--- config.mk ---
export PLATFORM = sky130hd
export DESIGN_NAME = rxwb_writeback
export DESIGN_NICKNAME = d
export VERILOG_FILES = /design/src/verilog/rxwb_axil_slave.v /design/src/verilog/rxwb_desc_mem.v /design/src/verilog/rxwb_writeback.v
export VERILOG_INCLUDE_DIRS = /design/src /design/src/verilog
export SDC_FILE = /design/constraint.sdc
export NUM_CORES = 1
export LEC_CHECK = 0
export ABC_CLOCK_PERIOD_IN_PS = 7900
export BUFFER_PORTS_ARGS = -buffer_cell sky130_fd_sc_hd__clkbuf_2
export CAP_MARGIN = 20
export CORE_MARGIN = 5
export CORE_UTILIZATION = 64
export CTS_CLUSTER_DIAMETER = 80
export DETAILED_ROUTE_END_ITERATION = 8
export PLACE_DENSITY = 0.81
export SYNTH_ARGS = -nofsm -noshare
export SYNTH_HDL_FRONTEND = slang
export SYNTH_SLANG_ARGS = --single-unit
export TNS_END_PERCENT = 30
--- constraint.sdc ---
create_clock -name core_clk -period 7.9 [get_ports core_clk]
set_input_delay 0.395 -clock core_clk [delete_from_list [all_inputs] [get_ports core_clk]]
set_output_delay 0.395 -clock core_clk [all_outputs]
set_load 0.03 [all_outputs]
--- src/verilog/rxwb_regs.vh ---
// Constants of the status write-back block: word layout, bus offsets, resets.
// Assumes inclusion by bare name from the design files only.
`ifndef RXWB_REGS_VH
`define RXWB_REGS_VH
// Status word field positions
`define RXWB_OWN_BIT 31
`define RXWB_DONE_BIT 30
`define RXWB_LEN_HI 29
`define RXWB_LEN_LO 16
`define RXWB_ERRSUM_BIT 15
`define RXWB_TYPE_HI 13
`define RXWB_TYPE_LO 12
`define RXWB_SHORT_BIT 11
`define RXWB_MCAST_BIT 10
`define RXWB_FIRST_BIT 9
`define RXWB_LAST_BIT 8
`define RXWB_LONG_BIT 7
`define RXWB_LATE_BIT 6
`define RXWB_CRC_BIT 1
// Frame-type encodings
`define RXWB_TYPE_NORMAL 2'h0
`define RXWB_TYPE_INTLOOP 2'h1
`define RXWB_TYPE_EXTLOOP 2'h2
`define RXWB_TYPE_RSVD 2'h3
// Runt threshold in bytes
`define RXWB_MIN_FRAME 14'h0040
// Register offsets (byte addresses)
`define RXWB_ADDR_CTRL 8'h00
`define RXWB_ADDR_STAT 8'h04
`define RXWB_ADDR_MASK 8'h08
`define RXWB_ADDR_LAST 8'h0C
`define RXWB_ADDR_COUNT 8'h10
// Event bit positions in status and mask
`define RXWB_EV_FRAME 0
`define RXWB_EV_ERROR 1
`define RXWB_EV_NODESC 2
// Reset values
`define RXWB_CTRL_RST 32'h00000000
`define RXWB_MASK_RST 3'h0
// Bus responses
`define RXWB_RESP_OK 2'h0
`define RXWB_RESP_SLVERR 2'h2
`endif

--- src/verilog/rxwb_axil_slave.v ---
// AXI4-Lite slave: control, W1C events, mask, last status, frame count.
// Assumes one write and one read outstanding at most, as AXI4-Lite masters keep.
`include "rxwb_regs.vh"
`default_nettype none
module rxwb_axil_slave (
    input wire core_clk,
    input wire rst,
    input wire [7:0] awaddr,
    input wire awvalid,
    output reg awready,
    input wire [31:0] wdata,
    input wire [3:0] wstrb,
    input wire wvalid,
    output reg wready,
    output reg [1:0] bresp,
    output reg bvalid,
    input wire bready,
    input wire [7:0] araddr,
    input wire arvalid,
    output reg arready,
    output reg [31:0] rdata,
    output reg [1:0] rresp,
    output reg rvalid,
    input wire rready,
    input wire [2:0] evPulse,
    input wire [31:0] lastStatus,
    input wire [15:0] frameCount,
    output reg [31:0] ctrl_r,
    output reg irq
);
    reg [7:0] awAddr_r;
    reg awHave_r;
    reg [31:0] wData_r;
    reg [3:0] wStrb_r;
    reg wHave_r;
    reg [2:0] stat_r;
    reg [2:0] mask_r;
    wire doWrite;
    wire [2:0] w1c;
    wire [31:0] ctrl_nxt;
    integer i;

    // A write happens once both halves are held and no response is pending
    assign doWrite = awHave_r && wHave_r && !bvalid;
    assign w1c = (doWrite && awAddr_r == `RXWB_ADDR_STAT && wStrb_r[0]) ? wData_r[2:0] : 3'h0;

    // Byte-lane merge for the control register
    function [31:0] laneMerge;
        input [31:0] old;
        input [31:0] nw;
        input [3:0] strb;
        integer k;
        begin
            laneMerge = old;
            for (k = 0; k < 4; k = k + 1) begin
                if (strb[k]) begin
                    laneMerge[k*8 +: 8] = nw[k*8 +: 8];
                end
            end
        end
    endfunction
    assign ctrl_nxt = laneMerge(ctrl_r, wData_r, wStrb_r);

    // Write channel: take address and data in either order, then answer
    always @(posedge core_clk) begin
        if (rst) begin
            awready <= 1'b0;
            wready <= 1'b0;
            awHave_r <= 1'b0;
            wHave_r <= 1'b0;
            awAddr_r <= 8'h00;
            wData_r <= 32'h00000000;
            wStrb_r <= 4'h0;
            bvalid <= 1'b0;
            bresp <= `RXWB_RESP_OK;
            ctrl_r <= `RXWB_CTRL_RST;
            mask_r <= `RXWB_MASK_RST;
        end else begin
            awready <= !awHave_r && !awready && awvalid;
            wready <= !wHave_r && !wready && wvalid;
            if (awvalid && awready) begin
                awHave_r <= 1'b1;
                awAddr_r <= awaddr;
            end
            if (wvalid && wready) begin
                wHave_r <= 1'b1;
                wData_r <= wdata;
                wStrb_r <= wstrb;
            end
            if (doWrite) begin
                awHave_r <= 1'b0;
                wHave_r <= 1'b0;
                bvalid <= 1'b1;
                bresp <= `RXWB_RESP_OK;
                case (awAddr_r)
                    `RXWB_ADDR_CTRL: ctrl_r <= ctrl_nxt;
                    `RXWB_ADDR_MASK: begin
                        if (wStrb_r[0]) begin
                            mask_r <= wData_r[2:0];
                        end
                    end
                    `RXWB_ADDR_STAT, `RXWB_ADDR_LAST, `RXWB_ADDR_COUNT: bresp <= `RXWB_RESP_OK;
                    default: bresp <= `RXWB_RESP_SLVERR;
                endcase
            end else if (bvalid && bready) begin
                bvalid <= 1'b0;
            end
        end
    end

    // Sticky events; a new event wins over a clear in the same cycle
    always @(posedge core_clk) begin
        if (rst) begin
            stat_r <= 3'h0;
            irq <= 1'b0;
        end else begin
            for (i = 0; i < 3; i = i + 1) begin
                stat_r[i] <= evPulse[i] | (stat_r[i] & ~w1c[i]);
            end
            irq <= |((evPulse | (stat_r & ~w1c)) & mask_r);
        end
    end

    // Read channel: one cycle to accept, data registered next
    always @(posedge core_clk) begin
        if (rst) begin
            arready <= 1'b0;
            rvalid <= 1'b0;
            rdata <= 32'h00000000;
            rresp <= `RXWB_RESP_OK;
        end else begin
            arready <= !arready && !rvalid && arvalid;
            if (arvalid && arready) begin
                rvalid <= 1'b1;
                rresp <= `RXWB_RESP_OK;
                case (araddr)
                    `RXWB_ADDR_CTRL: rdata <= ctrl_r;
                    `RXWB_ADDR_STAT: rdata <= {29'h0, stat_r};
                    `RXWB_ADDR_MASK: rdata <= {29'h0, mask_r};
                    `RXWB_ADDR_LAST: rdata <= lastStatus;
                    `RXWB_ADDR_COUNT: rdata <= {16'h0, frameCount};
                    default: begin
                        rdata <= 32'h00000000;
                        rresp <= `RXWB_RESP_SLVERR;
                    end
                endcase
            end else if (rvalid && rready) begin
                rvalid <= 1'b0;
            end
        end
    end
endmodule // rxwb_axil_slave
`default_nettype wire

--- src/verilog/rxwb_desc_mem.v ---
// Descriptor-address memory for the frame in progress; registered read.
// Assumes one clock; the caller never reads and writes the same slot at once.
`default_nettype none
module rxwb_desc_mem (
    input wire core_clk,
    input wire wrEn,
    input wire [3:0] wrAddr,
    input wire [31:0] wrData,
    input wire [3:0] rdAddr,
    output reg [31:0] rdData
);
    // Sixteen slots: the most descriptors one frame may span here
    reg [31:0] slot [0:15];

    // Write port, and read data taken from a register
    always @(posedge core_clk) begin
        if (wrEn) begin
            slot[wrAddr] <= wrData;
        end
        rdData <= slot[rdAddr];
    end
endmodule // rxwb_desc_mem
`default_nettype wire

--- src/verilog/rxwb_writeback.v ---
// Receive status write-back engine: claims, releases and finalises descriptors.
// Assumes a one-word memory master and a receive path with frame-end flags.
// Notes on behaviour
// - Touch descriptor only while owner flag high.
// - Owner flag honoured on every frame descriptor.
// - Set done flag in first and last.
// - Done flag meaningful only in first/last.
// - Length field counts bytes including CRC.
// - Error summary ORs CRC, late, long, short.
// - Frame type copies control loopback bits.
// - Types 00 normal, 01 internal, 10 external.
// - Short flag set below 64 bytes.
// - Full status into first and last descriptors.
// - Clear owner flag once buffer fills; the first descriptor keeps it until frame end.
// - Mark first/last segment flags per descriptor.
//
// The AXI4-Lite register port and the address map were chosen for this implementation.
`include "rxwb_regs.vh"
`default_nettype none
module rxwb_writeback (
    input wire core_clk,
    input wire rst,
    // Register bus
    input wire [7:0] awaddr,
    input wire awvalid,
    output wire awready,
    input wire [31:0] wdata,
    input wire [3:0] wstrb,
    input wire wvalid,
    output wire wready,
    output wire [1:0] bresp,
    output wire bvalid,
    input wire bready,
    input wire [7:0] araddr,
    input wire arvalid,
    output wire arready,
    output wire [31:0] rdata,
    output wire [1:0] rresp,
    output wire rvalid,
    input wire rready,
    output wire irq,
    // Receive path
    input wire descNeed,
    input wire [31:0] descAddr,
    input wire bufFull,
    input wire frameEnd,
    input wire [13:0] frameLen,
    input wire crcErr,
    input wire lateEvent,
    input wire tooLong,
    input wire multicast,
    output reg descGranted,
    output reg descBusy,
    output reg descRefused,
    // Host memory master, one status word per request
    output reg memReq,
    output reg memWrite,
    output reg [31:0] memAddr,
    output reg [31:0] memWdata,
    input wire memAck,
    input wire [31:0] memRdata
);
    // States, one-hot
    localparam [5:0] S_IDLE = 6'h01;
    localparam [5:0] S_FETCH = 6'h02;
    localparam [5:0] S_HOLD = 6'h04;
    localparam [5:0] S_REL = 6'h08;
    localparam [5:0] S_FIN = 6'h10;
    localparam [5:0] S_WAIT = 6'h20;

    reg [5:0] state_r;
    reg [3:0] descCnt_r;     // Descriptors taken for this frame
    reg [3:0] finIdx_r;      // Slot being finalised
    reg [31:0] finalWord_r;  // Status for first/last descriptors
    reg [31:0] lastStatus_r; // Last status written, visible to software
    reg [15:0] frameCount_r; // Frames completed
    reg [2:0] evPulse_r;     // Frame done, frame error, descriptor refused
    reg memWriteCur_r;
    wire [31:0] ctrl;
    wire [31:0] memSlotData;
    wire [1:0] loopBits;
    wire frameErr;
    wire isShort;
    wire [3:0] rdSel;

    // Control bits 11:10 are the loopback mode of the network control register
    assign loopBits = ctrl[11:10];
    assign isShort = frameLen < `RXWB_MIN_FRAME;
    assign frameErr = crcErr | lateEvent | tooLong | isShort;
    assign rdSel = finIdx_r;

    // Type code: reserved pattern is never produced, falls back to normal
    function [1:0] typeCode;
        input [1:0] lb;
        begin
            case (lb)
                `RXWB_TYPE_INTLOOP: typeCode = `RXWB_TYPE_INTLOOP;
                `RXWB_TYPE_EXTLOOP: typeCode = `RXWB_TYPE_EXTLOOP;
                default: typeCode = `RXWB_TYPE_NORMAL;
            endcase
        end
    endfunction

    // Segment word: owner cleared, first/last marks, status fields optional
    function [31:0] segWord;
        input first;
        input last;
        input [31:0] full;
        begin
            segWord = 32'h00000000;
            if (first || last) begin
                segWord = full;
            end
            segWord[`RXWB_OWN_BIT] = 1'b0;
            segWord[`RXWB_FIRST_BIT] = first;
            segWord[`RXWB_LAST_BIT] = last;
        end
    endfunction

    rxwb_axil_slave uBus (
        .core_clk(core_clk),
        .rst(rst),
        .awaddr(awaddr),
        .awvalid(awvalid),
        .awready(awready),
        .wdata(wdata),
        .wstrb(wstrb),
        .wvalid(wvalid),
        .wready(wready),
        .bresp(bresp),
        .bvalid(bvalid),
        .bready(bready),
        .araddr(araddr),
        .arvalid(arvalid),
        .arready(arready),
        .rdata(rdata),
        .rresp(rresp),
        .rvalid(rvalid),
        .rready(rready),
        .evPulse(evPulse_r),
        .lastStatus(lastStatus_r),
        .frameCount(frameCount_r),
        .ctrl_r(ctrl),
        .irq(irq)
    );

    // Addresses of all descriptors in the frame, replayed for the first and last
    rxwb_desc_mem uMem (
        .core_clk(core_clk),
        .wrEn(state_r == S_FETCH && memAck && memRdata[`RXWB_OWN_BIT]),
        .wrAddr(descCnt_r),
        .wrData(memAddr),
        .rdAddr(rdSel),
        .rdData(memSlotData)
    );

    // Main sequencer
    always @(posedge core_clk) begin
        if (rst) begin
            state_r <= S_IDLE;
            descCnt_r <= 4'h0;
            finIdx_r <= 4'h0;
            finalWord_r <= 32'h00000000;
            lastStatus_r <= 32'h00000000;
            frameCount_r <= 16'h0000;
            evPulse_r <= 3'h0;
            memReq <= 1'b0;
            memWrite <= 1'b0;
            memAddr <= 32'h00000000;
            memWdata <= 32'h00000000;
            memWriteCur_r <= 1'b0;
            descGranted <= 1'b0;
            descBusy <= 1'b0;
            descRefused <= 1'b0;
        end else begin
            evPulse_r <= 3'h0;
            descGranted <= 1'b0;
            descRefused <= 1'b0;
            case (state_r)
                S_IDLE: begin
                    // Read the owner flag before touching a descriptor
                    if (descNeed) begin
                        memReq <= 1'b1;
                        memWrite <= 1'b0;
                        memAddr <= descAddr;
                        descBusy <= 1'b1;
                        state_r <= S_FETCH;
                    end else if (frameEnd && descCnt_r != 4'h0) begin
                        state_r <= S_FIN;
                    end else begin
                        descBusy <= 1'b0;
                    end
                end
                S_FETCH: begin
                    if (memAck) begin
                        memReq <= 1'b0;
                        if (memRdata[`RXWB_OWN_BIT]) begin
                            descGranted <= 1'b1;
                            descCnt_r <= descCnt_r + 4'h1;
                            state_r <= S_HOLD;
                        end else begin
                            // Driver still owns it: leave it untouched
                            descRefused <= 1'b1;
                            evPulse_r[`RXWB_EV_NODESC] <= 1'b1;
                            descBusy <= 1'b0;
                            state_r <= S_IDLE;
                        end
                    end
                end
                S_HOLD: begin
                    // Intermediate buffer filled: hand it back at once
                    if (bufFull && !frameEnd && descCnt_r != 4'h1) begin
                        memReq <= 1'b1;
                        memWrite <= 1'b1;
                        memWdata <= segWord(1'b0, 1'b0, 32'h0);
                        state_r <= S_REL;
                    end else if (frameEnd) begin
                        state_r <= S_FIN;
                    end else if (bufFull) begin
                        // First descriptor is held back until frame end
                        descBusy <= 1'b0;
                        state_r <= S_IDLE;
                    end
                end
                S_REL: begin
                    if (memAck) begin
                        memReq <= 1'b0;
                        memWrite <= 1'b0;
                        descBusy <= 1'b0;
                        state_r <= S_IDLE;
                    end
                end
                S_FIN: begin
                    // Build the full status for each end word, first then last; owner clear goes out in the same word
                    finalWord_r <= {1'b0, 1'b1, frameLen, frameErr, 1'b0, typeCode(loopBits), isShort,
                        multicast, 2'h0, tooLong, lateEvent, 4'h0, crcErr, 1'b0};
                    descBusy <= 1'b1;
                    state_r <= S_WAIT;
                    memWriteCur_r <= 1'b0;
                end
                S_WAIT: begin
                    if (!memWriteCur_r) begin
                        memReq <= 1'b1;
                        memWrite <= 1'b1;
                        memAddr <= memSlotData;
                        memWdata <= segWord(finIdx_r == 4'h0, finIdx_r == descCnt_r - 4'h1,
                            finalWord_r);
                        memWriteCur_r <= 1'b1;
                    end else if (memAck) begin
                        memReq <= 1'b0;
                        memWrite <= 1'b0;
                        memWriteCur_r <= 1'b0;
                        if (finIdx_r == descCnt_r - 4'h1) begin
                            lastStatus_r <= memWdata;
                            frameCount_r <= frameCount_r + 16'h0001;
                            evPulse_r[`RXWB_EV_FRAME] <= 1'b1;
                            evPulse_r[`RXWB_EV_ERROR] <= finalWord_r[`RXWB_ERRSUM_BIT];
                            descCnt_r <= 4'h0;
                            finIdx_r <= 4'h0;
                            descBusy <= 1'b0;
                            state_r <= S_IDLE;
                        end else begin
                            // Then the last slot
                            finIdx_r <= descCnt_r - 4'h1;
                            state_r <= S_FIN;
                        end
                    end
                end
                default: state_r <= S_IDLE;
            endcase
        end
    end
endmodule // rxwb_writeback
`default_nettype wire
* Word-level counts from Yosys, hierarchy flattened
Memory sizes are Yosys's and may differ from the RTL's. A register that Yosys moved wholly into a read port is not among the register bits.
Index checks and enable logic that the tools add are counted.
** Word-level totals
- Logic and storage cells :: 224
- Input bits :: 145
- Bits in writable memories :: 512
- Register bits after elaboration :: 283
- Output and inout port bits :: 111
- Memories :: 1
** Memories
- uMem.slot :: words 16, width 32, read ports 1, clocked after memory_dff 1, write ports 1, RTL line rxwb_desc_mem.v:13 : reg [31:0] slot [0:15];
** Cells by class
- Add/sub/neg operators :: 3
- Order comparisons :: 1
- Bitwise operators :: 21
- Equality and inequality tests :: 34
- Reduce and logical (&&, ||, !) cells :: 64
- Multiplexer cells :: 64
** Operators by type and width (number)
- 32-bit one-hot mux with 5 select lines :: 1
- 32-bit two-way mux :: 4
- 32-bit one-hot mux with 2 select lines :: 2
- 6-bit two-way mux :: 9
- 6-bit one-hot mux with 6 select lines :: 1
- 8-bit by 4-bit == test with 1-bit output (second input constant) :: 4
- 31-bit two-way mux :: 1
- 3-bit AND reduction :: 10
- 1-bit two-way mux :: 29
- 2-bit inequality test (second input constant) :: 13
- 4-bit two-way mux :: 6
- 1-bit logical AND :: 20
- 16-bit by 1-bit adder with 16-bit output (second input constant) :: 1
- 8-bit by 3-bit == test with 1-bit output (second input constant) :: 2
- 8-bit by 5-bit == test with 1-bit output (second input constant) :: 2
- 8-bit zero test :: 2
- 5-bit OR reduction :: 3
- 14-bit by 7-bit less-than comparator with 1-bit output (second input constant) :: 1
- 6-bit AND reduction :: 2
- 2-bit nonzero test :: 6
- 4-bit nonzero test :: 3
- 11-bit AND reduction :: 1
- 1-bit zero test :: 8
- 1-bit inverter :: 8
- 34 further kinds :: 48

* Logic depth before layout (Yosys ltp)
Gate-level depths: netlist of run 1.
- Depth in word-level cells :: 10
- Mapped depth :: 10
- Depth with buffers taken out :: 7

* Modules after synthesis
From an unflattened synthesis of run 1, not the netlist that was laid out.
** Unflattened totals
- Cells, all modules :: 2139
- Area, all modules :: 30810.8 um^2
** Modules (own cells, without submodules)
- rxwb_desc_mem :: instances 1, cells each 838, area an instance 19835.3 um^2, sequential area each 16015.4 um^2
- rxwb_writeback :: instances 1, cells each 738, area an instance 5983.2 um^2, sequential area each 2862.7 um^2
- rxwb_axil_slave :: instances 1, cells each 563, area an instance 4992.3 um^2, sequential area each 2482.4 um^2

* Worst setup path after synthesis of run 1
Ideal clock, no wire load.
- Kind :: register -> register
- From :: reg state_r[3]
- To :: mem uMem.slot[3][0] (enable)
- Library setup time :: 0.461 ns
- Clock period less this slack :: 4.534 ns
- Stages on the path, launching flop included :: 7
- Path buffers :: 1
- Data required time :: 7.439 ns
- Setup slack :: 3.366 ns
- Arrival time :: 4.073 ns
- Path through :: dfxtp_1 -> clkbuf_1 -> nor4_1 -> nand2_1 -> nor3_1 -> nand2_1 -> nor3_1
** Between the ends
- Word-level cells in the longest chain between the ends :: 5
** Ends and longest elaborated chain
- from (decl) :: RTL line rxwb_writeback.v:71 : reg [5:0] state_r;
- from (signal assigned) :: RTL line rxwb_writeback.v:160 : state_r <= S_IDLE;
- from (signal assigned) :: RTL line rxwb_writeback.v:187 : state_r <= S_FETCH;
- from (signal assigned) :: RTL line rxwb_writeback.v:189 : state_r <= S_FIN;
- 6-bit by 2-bit == test with 1-bit output :: RTL line rxwb_writeback.v:150 : .wrEn(state_r == S_FETCH && memAck && memRdata[`RXWB_OWN_BIT]),
- 1-bit logical AND (2 in a row) :: RTL line rxwb_writeback.v:150
- 1-bit two-way mux :: RTL line rxwb_desc_mem.v:17 : if (wrEn) begin
- 1-bit two-way mux (not written as such) :: RTL line rxwb_desc_mem.v:18 : slot[wrAddr] <= wrData;
- to (decl) :: RTL line rxwb_desc_mem.v:13
Every way passes these cells.

* Worst setup path in the final report of run 1
- From :: reg state_r[3]
- To :: mem uMem.slot[2][24] (enable)
The elaborated chain is that of the path after synthesis.

==> results of run 1 <==
## final cells by class
| type | count | area (um2) | share of cell area, % |
|---|---|---|---|
| sequential | 811 | 21400 | 59.7 |
| multi-input combinational | 1308 | 9180 | 25.6 |
| clock buffer | 108 | 2150 | 6.00 |
| timing repair buffer | 285 | 1760 | 4.93 |
| tap | 615 | 769 | 2.15 |
| clock inverter | 38 | 513 | 1.43 |
| inverter | 11 | 41.3 | 0.115 |
| antenna | 1 | 2.50 | 0.00699 |
## layer usage
| layer | wire length, um | GRT usage (%) |
|---|---|---|
| met5 | 0 | 0 |
| met3 | 7060 | 6.29 |
| met2 | 39100 | 48.1 |
| met1 | 29200 | 38.5 |
| met4 | 2410 | 10.2 |
## cell families after synthesis
kind of cell / share of synthesized area [%]
AOI/OAI and AO/OA: 9.59
xor gates and xnor gates: 0.492
adders and majority gates: 0.202
buffers and inverters: 2.24
DFF: 68.8
muxes: 9.94
other: 0.0121
and+or+nand+nor: 8.72
## final timing paths
path                           end  slack [ns]
setup / recovery  uMem.slot[2][24]        3.71
hold / removal    uBus.wData_r[18]        0.02
setup reg to reg  uMem.slot[2][24]        3.71
hold reg to reg   uBus.awAddr_r[7]        0.45
## sequential cells by signal, summed over array words and instances, names as in the netlist, 3 cells and up
| register | flops |
|---|---|
| uBus.awAddr_r | 8 |
| state_r | 6 |
| uMem.slot | 512 |
| uBus.mask_r | 3 |
| uBus.wData_r | 32 |
| descCnt_r | 4 |
| uBus.wStrb_r | 4 |
| evPulse_r | 3 |
| finIdx_r | 4 |
| finalWord_r | 23 |
| memAddr | 32 |
| lastStatus_r | 25 |
| uMem.rdData | 32 |
| uBus.stat_r | 3 |
| uBus.rdata | 32 |
| memWdata | 25 |
| frameCount_r | 16 |
| uBus.ctrl_r | 32 |
## worst register-to-register path: stages (launching register included)
cell	delay (ns)
dfxtp_1	0.40
nor4_1	0.81
nand2_1	0.19
nor3_1	0.69
nand2_1	0.41
nor3_2	0.71
buf_4	0.58
## cell usage in the layout, fill, tap and decap left out, types with 15 or more instances in the layout
cell type,netlist,final
nor2_1,191,177
a32oi_1,23,23
nand3_1,26,26
a22o_1,30,30
clkbuf_1,122,23
clkinv_2,0,16
o21ai_0,53,53
a311oi_1,36,36
dfxtp_1,299,297
edfxtp_1,512,512
mux4_2,64,64
a21oi_1,138,137
a221oi_1,65,65
buf_4,9,38
a22oi_1,58,58
nand2_1,287,285
mux2i_1,162,162
dlygate4sd3_1,0,26
and2_1,16,15
clkbuf_16,0,80
clkbuf_2,0,214
## stage by stage
step	hold slack [ns]	power, W	std cells	utilization, %	setup slack [ns]
after global routing	0.00904	0.00940	3176	74.8	3.45
after floorplan	0.431	0.00514	2289	-	3.37
after global placement	0.435	0.00530	2998	68.4	3.81
after CTS	0.0000586	0.00913	3171	74.6	3.58
after detailed placement	0.443	0.00533	2999	68.5	3.61
final	0.0206	0.00910	3177	74.8	3.71
## power breakdown
group | total [W] | internal, W | switching, W
Clock | 0.00384 | 0.00225 | 0.00159
Combinational | 0.000402 | 0.000129 | 0.000272
Sequential | 0.00486 | 0.00468 | 0.000177
Total | 0.00910 | 0.00706 | 0.00204
## repair_timing
item,4_1_cts,5_1_grt
endpoints found under the hold margin,26,0
hold buffers,26,0
buffers inserted,0,0
==> flow_summary.ini, run 1 <==
[run_status]
outcome = finished, final reports clean

[yosys]
yosysUniqueCellTypes = 63
synth-warning-count = 0
synth.avg_cell_area_um2 = 13.6
synth_largest_area_cell = edfxtp_1
synth_ff_type = edfxtp_1
synth_area_um2 = 31000
yosys.area.top_type_share_pct = 49.5
ys_ff_latch = 811
synth_most_common_cell = edfxtp_1
synth_edf_count = 512
synth_cells = 2281
synthArstFlopShare_pct = 0
synth_common_cells = edfxtp_1 (512), dfxtp_1 (299), nand2_1 (287)
yosysSeqAreaShare_pct = 68.8
synth_area_leaders = edfxtp_1 (50%), dfxtp_1 (19%), mux2i_1 (5.2%)

[detailed_routing]
post_drt_via_cell_ratio = 6.46
drt_iter0_markers = 2279
dr.pass1.iters = 6
routedWlPerCell_um = 24.5
ant_nets = 0
drcViolationCount = 0
vias = 20500
routed_wirelength_um = 77800

[global_route]
grt_max_degree = 128
grt_remaining_overflow = 0
grt_pass1_wl_um = 119000
grt_pass1_vias = 20800
antenna_found_initial = 1
grt_use_total_pct = 29.0

[floorplanning]
num_rows = 80
pin_count = 256
die_h_um = 230
dieArea_um2 = 53000
core_um2 = 47800
chipWidth_um = 230
initial_core_util_pct = 64.9

[worst_setup_path]
crit_fanout = 25
arrival_ns = 4.43
path_delay_family = simple AND/OR/NAND/NOR gates
crit_type = reg -> reg
crit_chain = nor4_1 -> nand2_1 -> nor3_1 -> nand2_1 -> nor3_2 -> buf_4
critPathRequiredTime_ns = 8.14
worst-path-buf-inv = 1
r2r_start = state_r[3]
endpoint_kind = flop
slowest_delay_ns = 0.81
critPathMostFrequentCell = nand2_1
ff2ff_path_depth = 6
slowest_stage = nor4_1
worstSetupStartpointType = flop
startpoint = state_r[3]
critical_path_depth = 6

[finish]
finish.instance_area_um2 = 35800
drive_above_1_share_pct = 19.0
fillCellCount = 2842
syn_to_final_growth_pct = 15.3
fin_nets = 2645

[sta]
finalCriticalPeriod_ns = 4.19
max_clock_freq_mhz = 239
fin_crit_sh_pct = 53.0
maxSlewHeadroom_pct = 30.4
setup_viol = 0
skew_ns = 0.0330
max_slew.worst_pin.slew_ns = 1.04
tns_ns = 0
hold_viol = 0
grt_setup_unrepaired = no
drv_slew = 0

[clock_tree]
ctsResizeCount = 0
cts.sinks = 811
cts_made_buffers = 78
clk_path_buf_depth = 3
cts_tree = yes
insertion_delay_ns = 0.63
clockRootBuffer = clkbuf_16
htree_num_levels = 3
path_clk_slew_ns = 0.06

[min_path]
worstHoldStart = wdata[18]
hold_depth = 3
hold_class = in -> reg

[placement]
hpwl_um = 43500
numPortBuffers = 215
placed_area_um2 = 32800
place_congestion = 0.847

[pwr]
leakage_nw = 12.2
power.density_nw_per_um2 = 254
peakVddDrop_uv = 185

[flow_run]
drv_cap = 0
Power figures use the tool's default switching activity.
==> run 2, diff against run 1 <==
--- a/config.mk
+++ b/config.mk
@@ -6,14 +6,15 @@
 export SDC_FILE = /design/constraint.sdc
 export NUM_CORES = 1
 export LEC_CHECK = 0
-export ABC_CLOCK_PERIOD_IN_PS = 7900
+export ABC_AREA = 1
+export ABC_CLOCK_PERIOD_IN_PS = 4100
 export BUFFER_PORTS_ARGS = -buffer_cell sky130_fd_sc_hd__clkbuf_2
 export CAP_MARGIN = 20
 export CORE_MARGIN = 5
-export CORE_UTILIZATION = 64
+export CORE_UTILIZATION = 60
 export CTS_CLUSTER_DIAMETER = 80
 export DETAILED_ROUTE_END_ITERATION = 8
-export PLACE_DENSITY = 0.81
+export PLACE_DENSITY = 0.77
 export SYNTH_ARGS = -nofsm -noshare
 export SYNTH_HDL_FRONTEND = slang
 export SYNTH_SLANG_ARGS = --single-unit
==> constraint.sdc (replaced) <==
create_clock -name core_clk -period 4.1 [get_ports core_clk]
set_input_delay 0.205 -clock core_clk [delete_from_list [all_inputs] [get_ports core_clk]]
set_output_delay 0.205 -clock core_clk [all_outputs]
set_load 0.03 [all_outputs]
==> run 2 against run 1 <==
Via count up 17%. First-iteration DRC count up 15%. Clock power up 90%. Cell area up 3.2%. Clock skew down 0.0055 ns. Core utilization down 4.2 points. Sequential cell count unchanged. Synthesized area up 1.6%. Combinational power up 100%. Critical path type unchanged. Largest power group unchanged.
==> flow_summary.ini, run 2 <==
[detailed_routing]
post_drt_via_cell_ratio = 5.99
ant_nets = 0
drcViolationCount = 0
routedWlPerCell_um = 21.1
dr.pass1.iters = 6
routed_wirelength_um = 84900
vias = 24000
drt_iter0_markers = 2628

[global_route]
grt_pass1_vias = 23100
antenna_found_initial = 1
grt_use_total_pct = 28.5
grt_remaining_overflow = 0
grt_max_degree = 145
grt_pass1_wl_um = 128000

[floorplanning]
pin_count = 256
dieArea_um2 = 57200
chipWidth_um = 239
num_rows = 84
initial_core_util_pct = 60.3
die_h_um = 239
core_um2 = 52300

[sta]
drv_slew = 0
grt_setup_unrepaired = no
maxSlewHeadroom_pct = 30.2
hold_viol = 0
tns_ns = 0
setup_viol = 0
max_slew.worst_pin.slew_ns = 1.05
fin_crit_sh_pct = 71.6
finalCriticalPeriod_ns = 2.93
max_clock_freq_mhz = 341
skew_ns = 0.0275

[pwr]
switching_share_pct = 22.4
combPwrFrac_pct = 4.6
leakage_nw = 13.5
p_switching_w = 0.00391
p_int_w = 0.0135
seq_power_share_pct = 53.4
power_frac_clock_pct = 42.0
peakVddDrop_uv = 457
power.density_nw_per_um2 = 471

[yosys]
synth_most_common_cell = nand2_1
synth_area_um2 = 31500
yosysUniqueCellTypes = 43
ys_ff_latch = 811
synth_cells = 2997
synth_area_leaders = edfxtp_1 (49%), dfxtp_1 (19%), nand2_1 (7.2%)
synth-warning-count = 0
synth_common_cells = nand2_1 (601), edfxtp_1 (512), nor2_1 (318)
synth_largest_area_cell = edfxtp_1
synth.avg_cell_area_um2 = 10.5
yosys.area.top_type_share_pct = 48.8
synth_edf_count = 512
synthArstFlopShare_pct = 0
synth_ff_type = edfxtp_1
yosysSeqAreaShare_pct = 67.7

[worst_setup_path]
slowest_delay_ns = 0.53
startpoint = state_r[4]
setup.worst_path.end = uMem.slot[0][31]
ff2ff_path_depth = 6
r2r-end = uMem.slot[0][31]
path_delay_family = simple AND/OR/NAND/NOR gates
reg2reg_slack_ns = 1.17
slowest_stage = nor2_4
crit_type = reg -> reg
critPathRequiredTime_ns = 4.36
critical_path_depth = 6
crit_fanout = 21
r2r_start = state_r[4]
worst-path-buf-inv = 1
worstSetupStartpointType = flop
arrival_ns = 3.19
endpoint_kind = flop
crit_chain = nor2_2 -> nand4_1 -> nor2_1 -> nand2_1 -> nor2_4 -> buf_4

[clock_tree]
cts_made_buffers = 81
cts.sinks = 811
post_cts.repair.setup_buffers = 0
htree_num_levels = 3
path_clk_slew_ns = 0.06
insertion_delay_ns = 0.63
clockRootBuffer = clkbuf_16
cts_tree = yes
clk_path_buf_depth = 3

[finish]
final_cell_mix = nand2_1 (601), edfxtp_1 (512), o21ai_0 (304)
final_cells = 4016
layout_commonest_cell = nand2_1
fin_nets = 3411
drive_above_1_share_pct = 12.9
top_register = uMem.slot
largest_reg_flops = 512
syn_to_final_growth_pct = 17.1

[min_path]
hold_class = in -> reg
hold_depth = 5

[run_status]
outcome = finished, final reports clean

[placement]
numPortBuffers = 215
place_congestion = 0.883
dp.cells = 3757
hpwl_um = 47300

[flow_run]
drv_cap = 0
## run 2: how the worst min path moves through the flow
stage,startpoint,to,slack (ns)
after global routing,araddr[3],uBus.rdata[0],0.18
after global placement,wvalid,uBus.wready,0.42
after CTS,araddr[1],uBus.rresp[1],0.12
after floorplan,memRdata[31],evPulse_r[2],0.28
final,araddr[1],uBus.rresp[1],0.16
after detailed placement,wvalid,uBus.wready,0.42
## run 2: power by group through the flow
stage | clock network, W | logic [W] | registers [W]
2_1_floorplan | 0 | 0.000335 | 0.00950
3_3_place_gp | 0 | 0.000695 | 0.00944
3_5_place_dp | 0 | 0.000710 | 0.00947
4_1_cts | 0.00736 | 0.000795 | 0.00930
5_1_grt | 0.00775 | 0.000870 | 0.00934
6_report | 0.00731 | 0.000809 | 0.00930
## run 2: final cells by class
type,instances,area (um2)
multi-input combinational,1867,8980
sequential,811,21400
timing repair buffer,365,2570
clock buffer,123,2360
inverter,135,514
fill,3537,15400
tap,688,861
clock inverter,25,287
antenna,2,5.00
## run 2: through the flow
stage	total power, W	setup WS, ns	cell area, um2	util, %	hold WS (ns)
finish	0.0174	1.17	36900	70.6	0.161
global route	0.0180	1.03	36900	70.6	0.181
CTS	0.0175	1.21	36900	70.4	0.123
detailed placement	0.0102	1.20	33200	63.4	0.424
global placement	0.0101	1.33	33200	63.4	0.422
floorplan	0.00983	1.23	31600	-	0.284
## run 2: cells by family (layout without fill, tap and decap cells)
group / after synthesis / after routing / share of synthesized area [%]
XOR/XNOR: 7 / 7 / 0.194
flip-flops: 811 / 811 / 67.7
other: 1 / 11 / 0.0119
buffers and inverters: 327 / 648 / 4.28
AO/OA/AOI/OAI: 617 / 617 / 11.0
adder cells (fa/ha/maj): 5 / 5 / 0.198
AND/OR/NAND/NOR: 1229 / 1229 / 16.6
## run 2: worst min-delay path, cell delays in order
cell and delay (ns):
clkbuf_2 0.07, nor2_1 0.05, inv_1 0.09, o21ai_0 0.14, a21oi_1 0.16
## run 2: what timing repair did
action,CTS,global route
hold buffers,106,0
resized for setup,0,0
hold endpoints to repair,106,0
## run 2: layer usage
metal  vias to the layer above  share of wire (%)  GRT usage, %
met3                       221                9.9          5.33
met4                         0                3.6          11.2
met1                     11500                 38          37.2
met5                         -                  0             0
li1                      11000                  -             -
met2                      1324                 49          47.8
